File: config.mk
export PLATFORM = sky130hd
export DESIGN_NAME = option_security_reset_init
export DESIGN_NICKNAME = d
export VERILOG_FILES = /design/src/verilog/option_security_reset_init_pkg.sv /design/src/verilog/option_security_reset_init.sv
export SDC_FILE = /design/constraint.sdc
export NUM_CORES = 1
export LEC_CHECK = 0
export ABC_AREA = 1
export BUFFER_PORTS_ARGS = -buffer_cell sky130_fd_sc_hd__buf_4
export CORE_MARGIN = 2
export CORE_UTILIZATION = 52
export CTS_BUF_LIST = sky130_fd_sc_hd__clkbuf_16
export DETAILED_ROUTE_END_ITERATION = 16
export PLACE_DENSITY = 0.8
export SYNTH_ARGS = -nofsm -noshare
export SYNTH_HDL_FRONTEND = slang
export SYNTH_SLANG_ARGS = --single-unit
File: constraint.sdc
create_clock -name ref_clk_i -period 1.85 [get_ports ref_clk_i]
set_input_delay 0.2775 -clock ref_clk_i [delete_from_list [all_inputs] [get_ports ref_clk_i]]
set_output_delay 0.2775 -clock ref_clk_i [all_outputs]
set_load 0.01 [all_outputs]
File: src/verilog/option_security_reset_init_pkg.sv
/*
 * shared constants and carrier types for the configuration byte loader.
 * assumes one 100 MHz instruction clock and a synchronous active-low reset.
 */
package option_security_reset_init_pkg;
  // ---------------------------------------------------------------
  // flash addresses and configuration byte layout
  // ---------------------------------------------------------------
  localparam logic [15:0] CFG_ADDR = 16'h3FFF;
  localparam logic [15:0] CFG_ALIAS_ADDR = 16'hFFFF;
  localparam int PAGE_BITS = 6;
  localparam logic [7:0] CFG_ERASED = 8'h00;
  localparam logic [7:0] SECURED_READ = 8'hFF;
  localparam int CFG_SECURE_BIT = 5;
  localparam int CFG_WDOG_OFF_BIT = 2;
  localparam int CFG_HALT_OFF_BIT = 1;
  localparam int CFG_FLASH_BOOT_BIT = 0;
  // ---------------------------------------------------------------
  // reset values
  // ---------------------------------------------------------------
  localparam logic [7:0] SP_RESET = 8'h6F;
  localparam logic [7:0] IDLE_TIMER_CONTROL_RESET = 8'h40;
  localparam logic [7:0] UART_CTRL_RESET = 8'h02;
  localparam int TX_BUFFER_EMPTY_FLAG_BIT = 1;
  localparam logic [7:0] PROG_TIMING_REG_10MHZ = 8'h7F;
  localparam logic [1:0] WD_WIN_MAX = 2'h3;
  localparam logic [7:0] BOR_PRESET = 8'hF0;
  // ---------------------------------------------------------------
  // timing counts
  // ---------------------------------------------------------------
  localparam int T0_DIV = 10;
  localparam logic [4:0] CM_RELEASE_TICKS = 5'h10;
  // ---------------------------------------------------------------
  // types
  // ---------------------------------------------------------------
  typedef enum logic [1:0] {
    CMD_READ = 2'b00,
    CMD_WRITE = 2'b01,
    CMD_PAGE_ERASE = 2'b10,
    CMD_MASS_ERASE = 2'b11
  } flash_cmd_t;
  typedef enum logic [3:0] {
    SEL_PSW = 4'b0000, SEL_MAIN = 4'b0001, SEL_IRQ = 4'b0010, SEL_T2 = 4'b0011,
    SEL_FT = 4'b0100, SEL_SEG = 4'b0101, SEL_SP = 4'b0110, SEL_IDLE_TIMER_CONTROL = 4'b0111,
    SEL_WAKE_ENABLE_REG = 4'b1000, SEL_WAKE_EDGE_REG = 4'b1001, SEL_PSR = 4'b1010, SEL_UART = 4'b1011,
    SEL_PADLO = 4'b1100, SEL_PADHI = 4'b1101, SEL_PROG_TIMING_REG = 4'b1110, SEL_SIO = 4'b1111
  } cpu_sel_t;
  typedef struct packed {
    flash_cmd_t cmd;
    logic [15:0] addr;
    logic [7:0] wdata;
  } flash_req_t;
  typedef struct packed {
    logic [14:0] pc;
    logic [7:0] processor_status_word;
    logic [7:0] main_control_reg;
    logic [7:0] irq_control_reg;
    logic [7:0] second_timer_control;
    logic [7:0] fast_timer_control;
    logic [7:0] segment;
    logic [7:0] stack_ptr;
    logic [7:0] idle_timer_control;
    logic [7:0] wake_enable_reg;
    logic [7:0] wake_edge_reg;
    logic [7:0] baud_prescaler_reg;
    logic [7:0] uart_control_reg;
    logic [7:0] uart_rx_control_reg;
    logic [7:0] uart_irq_control_reg;
    logic [7:0] prog_address_low;
    logic [7:0] prog_address_high;
    logic [7:0] prog_timing_reg;
  } init_regs_t;
  typedef struct packed {
    logic [7:0] serial_shift_reg;
    logic [7:0] ram_ptr_b;
    logic [7:0] ram_ptr_x;
  } kept_regs_t;
  typedef struct packed {
    logic [7:0] cfg;
    logic cfg_written;
    logic pend_mask;
    logic ack;
    logic refused;
    logic rvalid;
    logic [7:0] rdata;
    logic fl_valid;
    flash_req_t fl;
    init_regs_t regs;
    kept_regs_t kept;
    logic in_reset;
    logic halt;
    logic [1:0] wd_win;
    logic cm_bit;
    logic wd_pin;
    logic [4:0] cm_cnt;
    logic bor_hold;
    logic [7:0] bor_cnt;
    logic [7:0] div_cnt;
  } state_t;
endpackage
File: src/verilog/option_security_reset_init.sv
/*
 * configuration byte decode, flash access gating and reset initialisation.
 * assumes the flash array sits outside and answers reads with a valid strobe,
 * and that all inputs are synchronous to ref_clk_i.
 */
// Overview of operation
// - config byte at 3FFF, written in programming modes
// - bit 5 secures flash except user ISP
// - bit 2 one disables watchdog, pin GPIO
// - bit 1 one forbids halt mode
// - bit 0 selects flash or boot ROM
// - secured external reads return FF, except config
// - secured: writes and page erases blocked
// - config readable always, also at alias FFFF
// - mass erase always accepted, clears security
// - reset pin or brownout initialises; pin ends halt
// - ports tri-state in reset; G pull-ups on
// - clear PC, PROCESSOR_STATUS_WORD, controls, segment; SP 6F
// - idle timer control cleared, fast-clock bit set
// - shift register and pointers survive warm reset
// - wake enable and edge cleared by reset
// - UART registers cleared, TX_BUFFER_EMPTY_FLAG set
// - ISP addresses cleared, timing preset 10 MHz
// - watchdog inhibited in reset, armed after, max window
// - clock error drives pin low, releases after 16-32
// - brownout released after idle timer underflow
`timescale 1ns/10ps
module option_security_reset_init #(
  parameter logic [7:0] PROG_TIMING_REG_RESET = option_security_reset_init_pkg::PROG_TIMING_REG_10MHZ,
  parameter int T0_DIVIDE = option_security_reset_init_pkg::T0_DIV
) (
  // clock and power-on reset
  input wire logic ref_clk_i,
  input wire logic rst_n_i,
  // reset sources and power state
  input wire logic reset_pin_n_i,
  input wire logic brownout_i,
  input wire logic clk_slow_i,
  input wire logic halt_req_i,
  // nonvolatile configuration byte, loaded at power-on
  input wire logic [7:0] flash_cfg_i,
  // programmer request
  input wire logic prog_valid_i,
  input wire logic prog_mode_i,
  input wire logic user_isp_i,
  input wire option_security_reset_init_pkg::flash_req_t prog_req_i,
  // programmer answer
  output logic prog_ack_o,
  output logic prog_refused_o,
  output logic prog_rvalid_o,
  output logic [7:0] prog_rdata_o,
  // flash array side
  output logic flash_valid_o,
  output option_security_reset_init_pkg::flash_req_t flash_req_o,
  input wire logic flash_rvalid_i,
  input wire logic [7:0] flash_rdata_i,
  // cpu register writes
  input wire logic cpu_we_i,
  input wire option_security_reset_init_pkg::cpu_sel_t cpu_sel_i,
  input wire logic [7:0] cpu_wdata_i,
  // decoded options and register state
  output logic [7:0] config_fuse_byte_o,
  output logic boot_from_flash_o,
  output logic halt_active_o,
  output logic chip_reset_o,
  output option_security_reset_init_pkg::init_regs_t init_regs_o,
  output option_security_reset_init_pkg::kept_regs_t kept_regs_o,
  // pins
  output logic ports_tristate_o,
  output logic [1:0] g_pullup_o,
  output logic watchdog_out_pin_o,
  output logic watchdog_out_pin_oe_o,
  output logic [1:0] wd_window_o,
  output logic clk_mon_armed_o
);
  import option_security_reset_init_pkg::*;

  state_t st_reg;
  state_t st_next;
  logic t0_tick, chip_rst, secure, blocked, is_cfg, last_page, wd_on;

  // ---------------------------------------------------------------
  // decode
  // ---------------------------------------------------------------
  assign t0_tick = (st_reg.div_cnt == 8'(T0_DIVIDE - 1));
  assign chip_rst = !reset_pin_n_i || brownout_i || st_reg.bor_hold;
  assign secure = st_reg.cfg[CFG_SECURE_BIT];
  assign blocked = secure && !user_isp_i;
  assign is_cfg = (prog_req_i.addr == CFG_ADDR);
  assign last_page = (prog_req_i.addr[15:PAGE_BITS] == CFG_ADDR[15:PAGE_BITS]);
  assign wd_on = !st_reg.cfg[CFG_WDOG_OFF_BIT];

  // ---------------------------------------------------------------
  // next state
  // ---------------------------------------------------------------
  always_comb begin
    st_next = st_reg;
    st_next.ack = 1'b0;
    st_next.refused = 1'b0;
    st_next.rvalid = 1'b0;
    st_next.fl_valid = 1'b0;
    st_next.div_cnt = t0_tick ? 8'h00 : st_reg.div_cnt + 8'h01;
    // flash access gating
    if (prog_valid_i && !st_reg.in_reset) begin
      case (prog_req_i.cmd)
        CMD_READ: begin
          st_next.ack = 1'b1;
          if (is_cfg || prog_req_i.addr == CFG_ALIAS_ADDR) begin
            st_next.rvalid = 1'b1;
            st_next.rdata = st_reg.cfg;
          end else begin
            st_next.fl_valid = 1'b1;
            st_next.fl = prog_req_i;
            st_next.pend_mask = blocked;
          end
        end
        CMD_WRITE: begin
          if (!prog_mode_i || blocked) begin
            st_next.refused = 1'b1;
          end else if (is_cfg) begin
            if (st_reg.cfg_written) begin
              st_next.refused = 1'b1;
            end else begin
              st_next.ack = 1'b1;
              st_next.cfg = prog_req_i.wdata;
              st_next.cfg_written = 1'b1;
              st_next.fl_valid = 1'b1;
              st_next.fl = prog_req_i;
            end
          end else begin
            st_next.ack = 1'b1;
            st_next.fl_valid = 1'b1;
            st_next.fl = prog_req_i;
          end
        end
        CMD_PAGE_ERASE: begin
          if (!prog_mode_i || blocked) begin
            st_next.refused = 1'b1;
          end else begin
            st_next.ack = 1'b1;
            st_next.fl_valid = 1'b1;
            st_next.fl = prog_req_i;
            if (last_page) begin
              st_next.cfg = CFG_ERASED;
              st_next.cfg_written = 1'b0;
            end
          end
        end
        CMD_MASS_ERASE: begin
          st_next.ack = 1'b1;
          st_next.fl_valid = 1'b1;
          st_next.fl = prog_req_i;
          st_next.cfg = CFG_ERASED;
          st_next.cfg_written = 1'b0;
        end
        default: begin
          st_next.refused = 1'b1;
        end
      endcase
    end
    if (flash_rvalid_i) begin
      st_next.rvalid = 1'b1;
      st_next.rdata = st_reg.pend_mask ? SECURED_READ : flash_rdata_i;
    end
    // cpu register writes
    if (cpu_we_i && !st_reg.in_reset) begin
      case (cpu_sel_i)
        SEL_PSW: st_next.regs.processor_status_word = cpu_wdata_i;
        SEL_MAIN: st_next.regs.main_control_reg = cpu_wdata_i;
        SEL_IRQ: st_next.regs.irq_control_reg = cpu_wdata_i;
        SEL_T2: st_next.regs.second_timer_control = cpu_wdata_i;
        SEL_FT: st_next.regs.fast_timer_control = cpu_wdata_i;
        SEL_SEG: st_next.regs.segment = cpu_wdata_i;
        SEL_SP: st_next.regs.stack_ptr = cpu_wdata_i;
        SEL_IDLE_TIMER_CONTROL: st_next.regs.idle_timer_control = cpu_wdata_i;
        SEL_WAKE_ENABLE_REG: st_next.regs.wake_enable_reg = cpu_wdata_i;
        SEL_WAKE_EDGE_REG: st_next.regs.wake_edge_reg = cpu_wdata_i;
        SEL_PSR: st_next.regs.baud_prescaler_reg = cpu_wdata_i;
        SEL_UART: st_next.regs.uart_control_reg = cpu_wdata_i;
        SEL_PADLO: st_next.regs.prog_address_low = cpu_wdata_i;
        SEL_PADHI: st_next.regs.prog_address_high = cpu_wdata_i;
        SEL_PROG_TIMING_REG: st_next.regs.prog_timing_reg = cpu_wdata_i;
        SEL_SIO: st_next.kept.serial_shift_reg = cpu_wdata_i;
        default: st_next.regs.pc = st_reg.regs.pc;
      endcase
    end
    // halt entry
    if (halt_req_i && !st_reg.cfg[CFG_HALT_OFF_BIT] && !st_reg.in_reset) begin
      st_next.halt = 1'b1;
    end
    // brownout hold, released on idle timer underflow
    if (brownout_i) begin
      st_next.bor_hold = 1'b1;
      st_next.bor_cnt = BOR_PRESET;
    end else if (st_reg.bor_hold && t0_tick) begin
      if (st_reg.bor_cnt == 8'h00) begin
        st_next.bor_hold = 1'b0;
      end else begin
        st_next.bor_cnt = st_reg.bor_cnt - 8'h01;
      end
    end
    // clock monitor on the watchdog pin
    if (wd_on && !st_reg.in_reset && st_reg.cm_bit) begin
      if (clk_slow_i) begin
        st_next.wd_pin = 1'b0;
        st_next.cm_cnt = 5'h00;
      end else if (!st_reg.wd_pin && t0_tick) begin
        if (st_reg.cm_cnt == CM_RELEASE_TICKS - 5'h01) begin
          st_next.wd_pin = 1'b1;
        end else begin
          st_next.cm_cnt = st_reg.cm_cnt + 5'h01;
        end
      end
    end
    // synchronous initialisation
    st_next.in_reset = chip_rst;
    if (chip_rst) begin
      st_next.regs = '0;
      st_next.regs.stack_ptr = SP_RESET;
      st_next.regs.idle_timer_control = IDLE_TIMER_CONTROL_RESET;
      st_next.regs.uart_control_reg = UART_CTRL_RESET;
      st_next.regs.prog_timing_reg = PROG_TIMING_REG_RESET;
      st_next.halt = 1'b0;
      st_next.wd_win = WD_WIN_MAX;
      st_next.cm_bit = 1'b1;
      st_next.wd_pin = 1'b1;
      st_next.cm_cnt = 5'h00;
      st_next.ack = 1'b0;
      st_next.refused = 1'b0;
      st_next.fl_valid = 1'b0;
    end
    // power-on: load nonvolatile byte, clear kept registers
    if (!rst_n_i) begin
      st_next = '0;
      st_next.cfg = flash_cfg_i;
      st_next.cfg_written = (flash_cfg_i != CFG_ERASED);
      st_next.in_reset = 1'b1;
      st_next.bor_hold = 1'b1;
      st_next.bor_cnt = BOR_PRESET;
      st_next.wd_pin = 1'b1;
    end
  end

  always_ff @(posedge ref_clk_i) begin
    st_reg <= st_next;
  end

  // ---------------------------------------------------------------
  // outputs
  // ---------------------------------------------------------------
  assign prog_ack_o = st_reg.ack;
  assign prog_refused_o = st_reg.refused;
  assign prog_rvalid_o = st_reg.rvalid;
  assign prog_rdata_o = st_reg.rdata;
  assign flash_valid_o = st_reg.fl_valid;
  assign flash_req_o = st_reg.fl;
  assign config_fuse_byte_o = st_reg.cfg;
  assign boot_from_flash_o = st_reg.cfg[CFG_FLASH_BOOT_BIT];
  assign halt_active_o = st_reg.halt;
  assign chip_reset_o = st_reg.in_reset;
  assign init_regs_o = st_reg.regs;
  assign kept_regs_o = st_reg.kept;
  assign ports_tristate_o = st_reg.in_reset;
  assign g_pullup_o = {2{st_reg.in_reset}};
  assign watchdog_out_pin_o = st_reg.wd_pin;
  assign watchdog_out_pin_oe_o = !st_reg.cfg[CFG_WDOG_OFF_BIT];
  assign wd_window_o = st_reg.wd_win;
  assign clk_mon_armed_o = st_reg.cm_bit;

  // ---------------------------------------------------------------
  // assertions
  // ---------------------------------------------------------------
  property p_secure_read;
    @(posedge ref_clk_i) disable iff (!rst_n_i)
      (flash_rvalid_i && st_reg.pend_mask) |=> (prog_rvalid_o && prog_rdata_o == 8'hFF);
  endproperty
  a_secure_read: assert property (p_secure_read) else $error("secured read not FF");
  property p_cfg_read;
    @(posedge ref_clk_i) disable iff (!rst_n_i)
      (prog_valid_i && !st_reg.in_reset && !chip_rst && prog_req_i.cmd == CMD_READ
       && prog_req_i.addr == 16'hFFFF && !flash_rvalid_i)
      |=> (prog_rvalid_o && prog_rdata_o == $past(st_reg.cfg));
  endproperty
  a_cfg_read: assert property (p_cfg_read) else $error("alias read wrong");
  property p_secure_write;
    @(posedge ref_clk_i) disable iff (!rst_n_i)
      (prog_valid_i && !st_reg.in_reset && !chip_rst && secure && !user_isp_i
       && prog_req_i.cmd inside {CMD_WRITE, CMD_PAGE_ERASE})
      |=> (prog_refused_o && !flash_valid_o && $stable(st_reg.cfg));
  endproperty
  a_secure_write: assert property (p_secure_write) else $error("secured write passed");
  property p_mass_erase;
    @(posedge ref_clk_i) disable iff (!rst_n_i)
      (prog_valid_i && !st_reg.in_reset && !chip_rst && prog_req_i.cmd == CMD_MASS_ERASE)
      |=> (prog_ack_o && flash_valid_o && config_fuse_byte_o == 8'h00);
  endproperty
  a_mass_erase: assert property (p_mass_erase) else $error("mass erase refused");
  property p_reset_init;
    @(posedge ref_clk_i) disable iff (!rst_n_i)
      !reset_pin_n_i |=> (init_regs_o.stack_ptr == 8'h6F && init_regs_o.pc == 15'h0000
        && init_regs_o.idle_timer_control == 8'h40 && ports_tristate_o);
  endproperty
  a_reset_init: assert property (p_reset_init) else $error("reset values wrong");
  property p_tx_buffer_empty_flag;
    @(posedge ref_clk_i) disable iff (!rst_n_i)
      brownout_i |=> (init_regs_o.uart_control_reg[TX_BUFFER_EMPTY_FLAG_BIT] && init_regs_o.wake_enable_reg == 8'h00);
  endproperty
  a_tx_buffer_empty_flag: assert property (p_tx_buffer_empty_flag) else $error("uart reset wrong");
  property p_halt_off;
    @(posedge ref_clk_i) disable iff (!rst_n_i)
      (st_reg.cfg[CFG_HALT_OFF_BIT] && !halt_active_o) |=> !halt_active_o;
  endproperty
  a_halt_off: assert property (p_halt_off) else $error("halt entered while disabled");
  property p_pin_ends_halt;
    @(posedge ref_clk_i) disable iff (!rst_n_i)
      (halt_active_o && !reset_pin_n_i) |=> !halt_active_o;
  endproperty
  a_pin_ends_halt: assert property (p_pin_ends_halt) else $error("halt not ended");
  property p_cm_low;
    @(posedge ref_clk_i) disable iff (!rst_n_i)
      (wd_on && !st_reg.in_reset && !chip_rst && st_reg.cm_bit && clk_slow_i)
      |=> !watchdog_out_pin_o;
  endproperty
  a_cm_low: assert property (p_cm_low) else $error("clock error not on pin");
  property p_bor_release;
    @(posedge ref_clk_i) disable iff (!rst_n_i)
      $fell(st_reg.bor_hold) |-> ($past(st_reg.bor_cnt) == 8'h00 && $past(t0_tick));
  endproperty
  a_bor_release: assert property (p_bor_release) else $error("early brownout release");
endmodule

==> results of run 1 <==
## Yosys cell counts (9+ instances only)
cell	number
dfxtp_1	193
clkbuf_1	31
buf_4	224
a21oi_2	20
a21oi_1	135
o21ai_0	84
edfxtp_1	9
nand2_1	242
nor2_1	79
buf_2	10
nand2_2	9
nand3_1	94
ha_1	11
inv_1	108
## power groups by stage
stage | sequential [mW] | clock (mW) | combinational, mW
final | 4.47 | 4.18 | 0.649
after global routing | 4.47 | 4.45 | 0.707
after CTS | 4.47 | 4.28 | 0.642
after detailed placement | 4.56 | 0 | 0.640
after global placement | 4.56 | 0 | 0.630
after floorplan | 4.55 | 0 | 0.443
## critical path, cell delays in order (launching register included)
cell and delay [ns]:
edfxtp_1 0.39, nand2_1 0.09, nand2_1 0.11, o21ai_1 0.13, nand2_1 0.10, a21oi_1 0.13
o211ai_1 0.10, nand2_1 0.09, o21a_1 0.18, buf_12 0.13
## worst max path at each step
stage,to,slack (ns),cells after the start
6_report,config_fuse_byte_o[0],0.12,9
4_1_cts,config_fuse_byte_o[6],0.15,9
5_1_grt,config_fuse_byte_o[5],0.007,9
3_3_place_gp,config_fuse_byte_o[1],0.002,10
3_5_place_dp,config_fuse_byte_o[0],-0.05,10
2_1_floorplan,config_fuse_byte_o[0],0.14,8
## area by class of cell
| cell class | count | area share |
|---|---|---|
| Timing Repair Buffer | 281 | 0.190 |
| Sequential cell | 202 | 0.360 |
| Inverter | 120 | 0.0397 |
| Clock buffer | 23 | 0.0501 |
| Clock inverter | 17 | 0.00991 |
| Tap cell | 260 | 0.0283 |
| Multi-Input combinational cell | 772 | 0.322 |
## metal layers
metal  global-route usage  wire length (um)  up-vias
li1                     -                 -     4150
met4               0.0860               892        0
met1                0.295             10100     3834
met5                    0                 0        -
met2                0.407             12400      360
met3               0.0553              2270       59
## what timing repair did
| action | in CTS | in global routing |
|---|---|---|
| gates resized for setup | 0 | 1 |
| endpoints found under the setup margin | 0 | 8 |
| setup buffers | 0 | 0 |
| hold buffers | 0 | 0 |
## layout by cell type (no fill, tap or decap), drive strengths merged, types with 2 or more instances in the layout
master,count
buf,281
nand2,251
dfxtp,193
a21oi,155
inv,116
nand3,98
nor2,87
o21ai,85
conb,47
clkbuf,23
clkinv,17
ha,11
edfxtp,9
o22ai,7
nand4,7
o211ai,5
a31oi,4
xor2,3
clkinvlp,3
o21a,2
nor3,2
## cells by family (layout without fill, tap and decap cells)
kind of cell,Yosys count,count (layout),synth area share
buffers and inverters,393,441,0.237
AND/OR/NAND/NOR,449,449,0.192
adder cells (fa/ha/maj),11,11,0.0137
XOR/XNOR,4,4,0.00349
AO/OA/AOI/OAI,261,261,0.142
flip-flops,202,202,0.412
other,1,47,0.000374
## stage by stage
step / setup TNS (ns) / power, mW / instances / worst slack (ns)
floorplan: 0 / 5.00 / 1367 / 0.135
global placement: 0 / 5.19 / 1635 / 0.00210
detailed placement: -0.413 / 5.20 / 1635 / -0.0518
CTS: 0 / 9.38 / 1675 / 0.154
global route: 0 / 9.63 / 1675 / 0.00723
finish: 0 / 9.30 / 1675 / 0.121
==> metrics, run 1 <==
status=finished clean; area occupied by multi-input gates=3700 um2; largest net degree at the start of global routing=80; Largest register FFs=120; Slew @ Worst Pin=0.516 ns; cell count after synthesis=1321; skew final=0.0111 ns; chip height=143 um; first-pass GRT wire length=39000 um; Switching Fraction=0.238; final critical-path required period=1.73 ns; crit-path max FO=8; MaxCap Viol Count=0; Sw Pwr=2.22 mW; htree depth=1; # clock sinks=202; syn_area_per_cell=7.60 um2; Placed Area=10800 um2; Crit Path Class=register to register; Ant. Diodes=0; slew margin rel.=0.652; period utilization=0.934; Num CTS Buffers=22; first-pass iteration count of the detailed router=5; register area share after synthesis=0.412; reg-to-reg startpoint=config_fuse_byte_o[5]; vias in the first global route=7611; FMAX=579 MHz; number of port buffers=249; R2R depth=9; Hold Startpoint=prog_req_i[4]; DRC=0; Reg clk slew, reported paths=0.06 ns; grt ovf=0; area of the core=18800 um2; Startpoint Class=register; layout cell share with drive strength beyond 1=0.261; Worst R2R Setup Slack=0.12 ns; worst path required time=2.06 ns; Main synth FF type=dfxtp_1; Iteration-0 DRC Markers=603; worst-skew pair later-pin latency=0.50 ns; DR WL/cell=15.3 um; CTS root buf=clkbuf_16; initial antenna violation count=0; PwrDens=809 nW/um2; die area=20400 um2; DP HPWL=18300 um; Routed Antenna Nets=0; final setup violation count=0; Synth area leaders=dfxtp_1 (38%), buf_4 (17%), nand2_1 (9.1%); nets=1475; register share of total power=0.481; I/O Pins=297; hold_ws=0.0413 ns; Internal=7.08 mW; Die W=143 um; total track usage=0.239; final core utilization=0.610; DR vias/cell=5.02; area grow syn2layout=14.4%; critical path startpoint=config_fuse_byte_o[5]; Rows=50; Filler Cells Inserted=1672; total number of vias=8403; synthesized area=10000 um2; WL final=25700 um; depth of the worst hold-timing path=3; Sequential cell area=4130 um2; combinational group share of total power=0.070; asr flop ratio synth=0; Pins Over Slew Limit=0; worst min path class=input port to register; P_leak=5.08 nW; number of flops mapped to enable cells by yosys=9; Seq cells post-synth=202; Worst IR Drop VDD=0.000675 V; Synth top area share=0.385; Fin. Hold Viols=0; Critical Path AT=1.94 ns; Yosys cell types=40; clock group share of total power=0.449; final standard cell area without fillers=11500 um2; Initial Util=0.533; Setup crit end kind=register; CTS tree=done; clock tree buffer depth=3; routability cong.=0.894; Yosys top cell by area=dfxtp_1; r2r endpoint=config_fuse_byte_o[0]; RSZ-0062 raised after global routing=no; Hold EP=flash_req_o[4]; Syn. warnings=0
Note: power is estimated with default switching activity, not from simulation.
==> run 2: changes to the inputs <==
--- a/config.mk
+++ b/config.mk
@@ -8,10 +8,10 @@
 export ABC_AREA = 1
 export BUFFER_PORTS_ARGS = -buffer_cell sky130_fd_sc_hd__buf_4
 export CORE_MARGIN = 2
-export CORE_UTILIZATION = 52
+export CORE_UTILIZATION = 56
 export CTS_BUF_LIST = sky130_fd_sc_hd__clkbuf_16
 export DETAILED_ROUTE_END_ITERATION = 16
-export PLACE_DENSITY = 0.8
+export PLACE_DENSITY = 0.86
 export SYNTH_ARGS = -nofsm -noshare
 export SYNTH_HDL_FRONTEND = slang
 export SYNTH_SLANG_ARGS = --single-unit
==> constraint.sdc (replaced) <==
create_clock -name ref_clk_i -period 2.1 [get_ports ref_clk_i]
set_input_delay 0.315 -clock ref_clk_i [delete_from_list [all_inputs] [get_ports ref_clk_i]]
set_output_delay 0.315 -clock ref_clk_i [all_outputs]
set_load 0.01 [all_outputs]
==> metrics, run 2 (synthesis results as in run 1) <==
largest net degree at the start of global routing=41; RSZ-0062 raised after global routing=no; layout cell share with drive strength beyond 1=0.252; first-pass iteration count of the detailed router=5; Iteration-0 DRC Markers=591; Initial Util=0.576; Crit Path Class=register to register; nets=1465; FMAX=530 MHz; worst path required time=2.52 ns; PwrDens=737 nW/um2; Worst R2R Setup Slack=0.21 ns; Routed Antenna Nets=0; die area=19000 um2; GR Layer Usage met3=0.0625; crit-path max FO=13; Filler Cells Inserted=1466; commonest non-fill, non-tap cells in the layout=buf_4 (269), nand2_1 (242), dfxtp_1 (193); GR Layer Usage met1=0.310; Largest register FFs=120; area grow syn2layout=13.2%; final standard cell area without fillers=11400 um2; final setup violation count=0; Pins Over Slew Limit=0; initial antenna violation count=0; postcts setup bufs=0; CTS tree=done; htree depth=1; Die W=138 um; busiest grt layer=met2; # clock sinks=202; CP max stage delay=0.45 ns; period utilization=0.898; final cell count without fillers=1630; status=finished clean; DR WL/cell=15.8 um; critical path's most frequent cell=nand2_1; routability cong.=0.861; GRT met2 Usage=0.433; Rows=48; CP max stage cell=dfxtp_1; fin worst setup slack=0.214 ns; Worst IR Drop VDD=0.000702 V; most common cell after layout, fill and taps aside=buf_4; Ant. Diodes=0; DRC=0; Reg clk slew, reported paths=0.06 ns; Sequential cell area=4130 um2; skew final=0.0149 ns; DP HPWL=18300 um; worst min path class=input port to register; final core utilization=0.652; area of the core=17400 um2; Critical Path AT=2.31 ns; vias in the first global route=7740; worst-skew pair later-pin latency=0.50 ns; final critical-path required period=1.89 ns; Num CTS Buffers=22; first-pass GRT wire length=38900 um; CTS root buf=clkbuf_16; number of port buffers=249; total track usage=0.257; Slew @ Worst Pin=0.535 ns; CP bufs+invs=3; Fin. Hold Viols=0; area occupied by multi-input gates=3700 um2; total number of vias=8419; Setup TNS Final=0 ns; Placed Area=10600 um2; clock tree buffer depth=3; P_leak=5.05 nW; Setup crit end kind=register; Place WS=0.0128 ns; worst-path cell chain=inv_2, nand2_2, inv_2, nand2_1, clkinv_1, nand2_1, nand2_1, a21oi_1; cts hold-fix bufs=0; grt ovf=0; delay-heaviest family, CP=simple AND/OR/NAND/NOR gates; Startpoint Class=register; I/O Pins=297; Post-Place Cells=1590; WL final=25800 um; chip height=138 um; DR vias/cell=5.17; slew margin rel.=0.640; MaxCap Viol Count=0
==> run 2: report_power, final <==
group | leakage (nW) | internal (mW) | total, mW | switching [mW]
logic | 3.02 | 0.201 | 0.543 | 0.342
registers | 1.65 | 3.91 | 3.94 | 0.0330
clock network | 0.379 | 2.35 | 3.89 | 1.54
==> run 2: per-layer routing <==
| layer | up-vias | share of wire |
|---|---|---|
| li1 | 4112 | - |
| met1 | 3896 | 0.39 |
| met2 | 350 | 0.48 |
| met3 | 61 | 0.088 |
| met4 | 0 | 0.040 |
| met5 | - | 0 |
==> run 2: cell type report <==
| type | instances | area share |
|---|---|---|
| clock inverter | 17 | 0.0137 |
| sequential | 202 | 0.364 |
| multi-input combinational | 772 | 0.326 |
| tap | 225 | 0.0248 |
| clock buffer | 23 | 0.0507 |
| inverter | 120 | 0.0401 |
| timing repair buffer | 271 | 0.181 |
==> run 2: worst paths after layout <==
kind / startpoint / cells past startpoint / to
worst max-delay path: chip_reset_o / 8 / init_regs_o[125]
worst min-delay path: prog_req_i[1] / 3 / flash_req_o[1]
worst max register to register: chip_reset_o / 8 / init_regs_o[125]
worst min register to register: halt_active_o / 2 / halt_active_o
==> run 2: repair_timing <==
action,CTS,global route
gates resized for setup,0,1
setup endpoints to repair,0,8
endpoints found under the hold margin,0,0
==> run 2: worst register-to-register path: cells and delay by family, from the launching register on <==
family          cells  cell delay [ns]
buf+inv             3             0.50
compound gates      1             0.18
flops               1             0.45
simple gates        4             0.67
==> run 2: stage by stage <==
stage          total power, mW  hold slack [ns]
2_1_floorplan             4.40            0.441
3_3_place_gp              4.55            0.440
3_5_place_dp              4.56            0.441
4_1_cts                   8.42           0.0697
5_1_grt                   8.65           0.0770
6_report                  8.37           0.0881
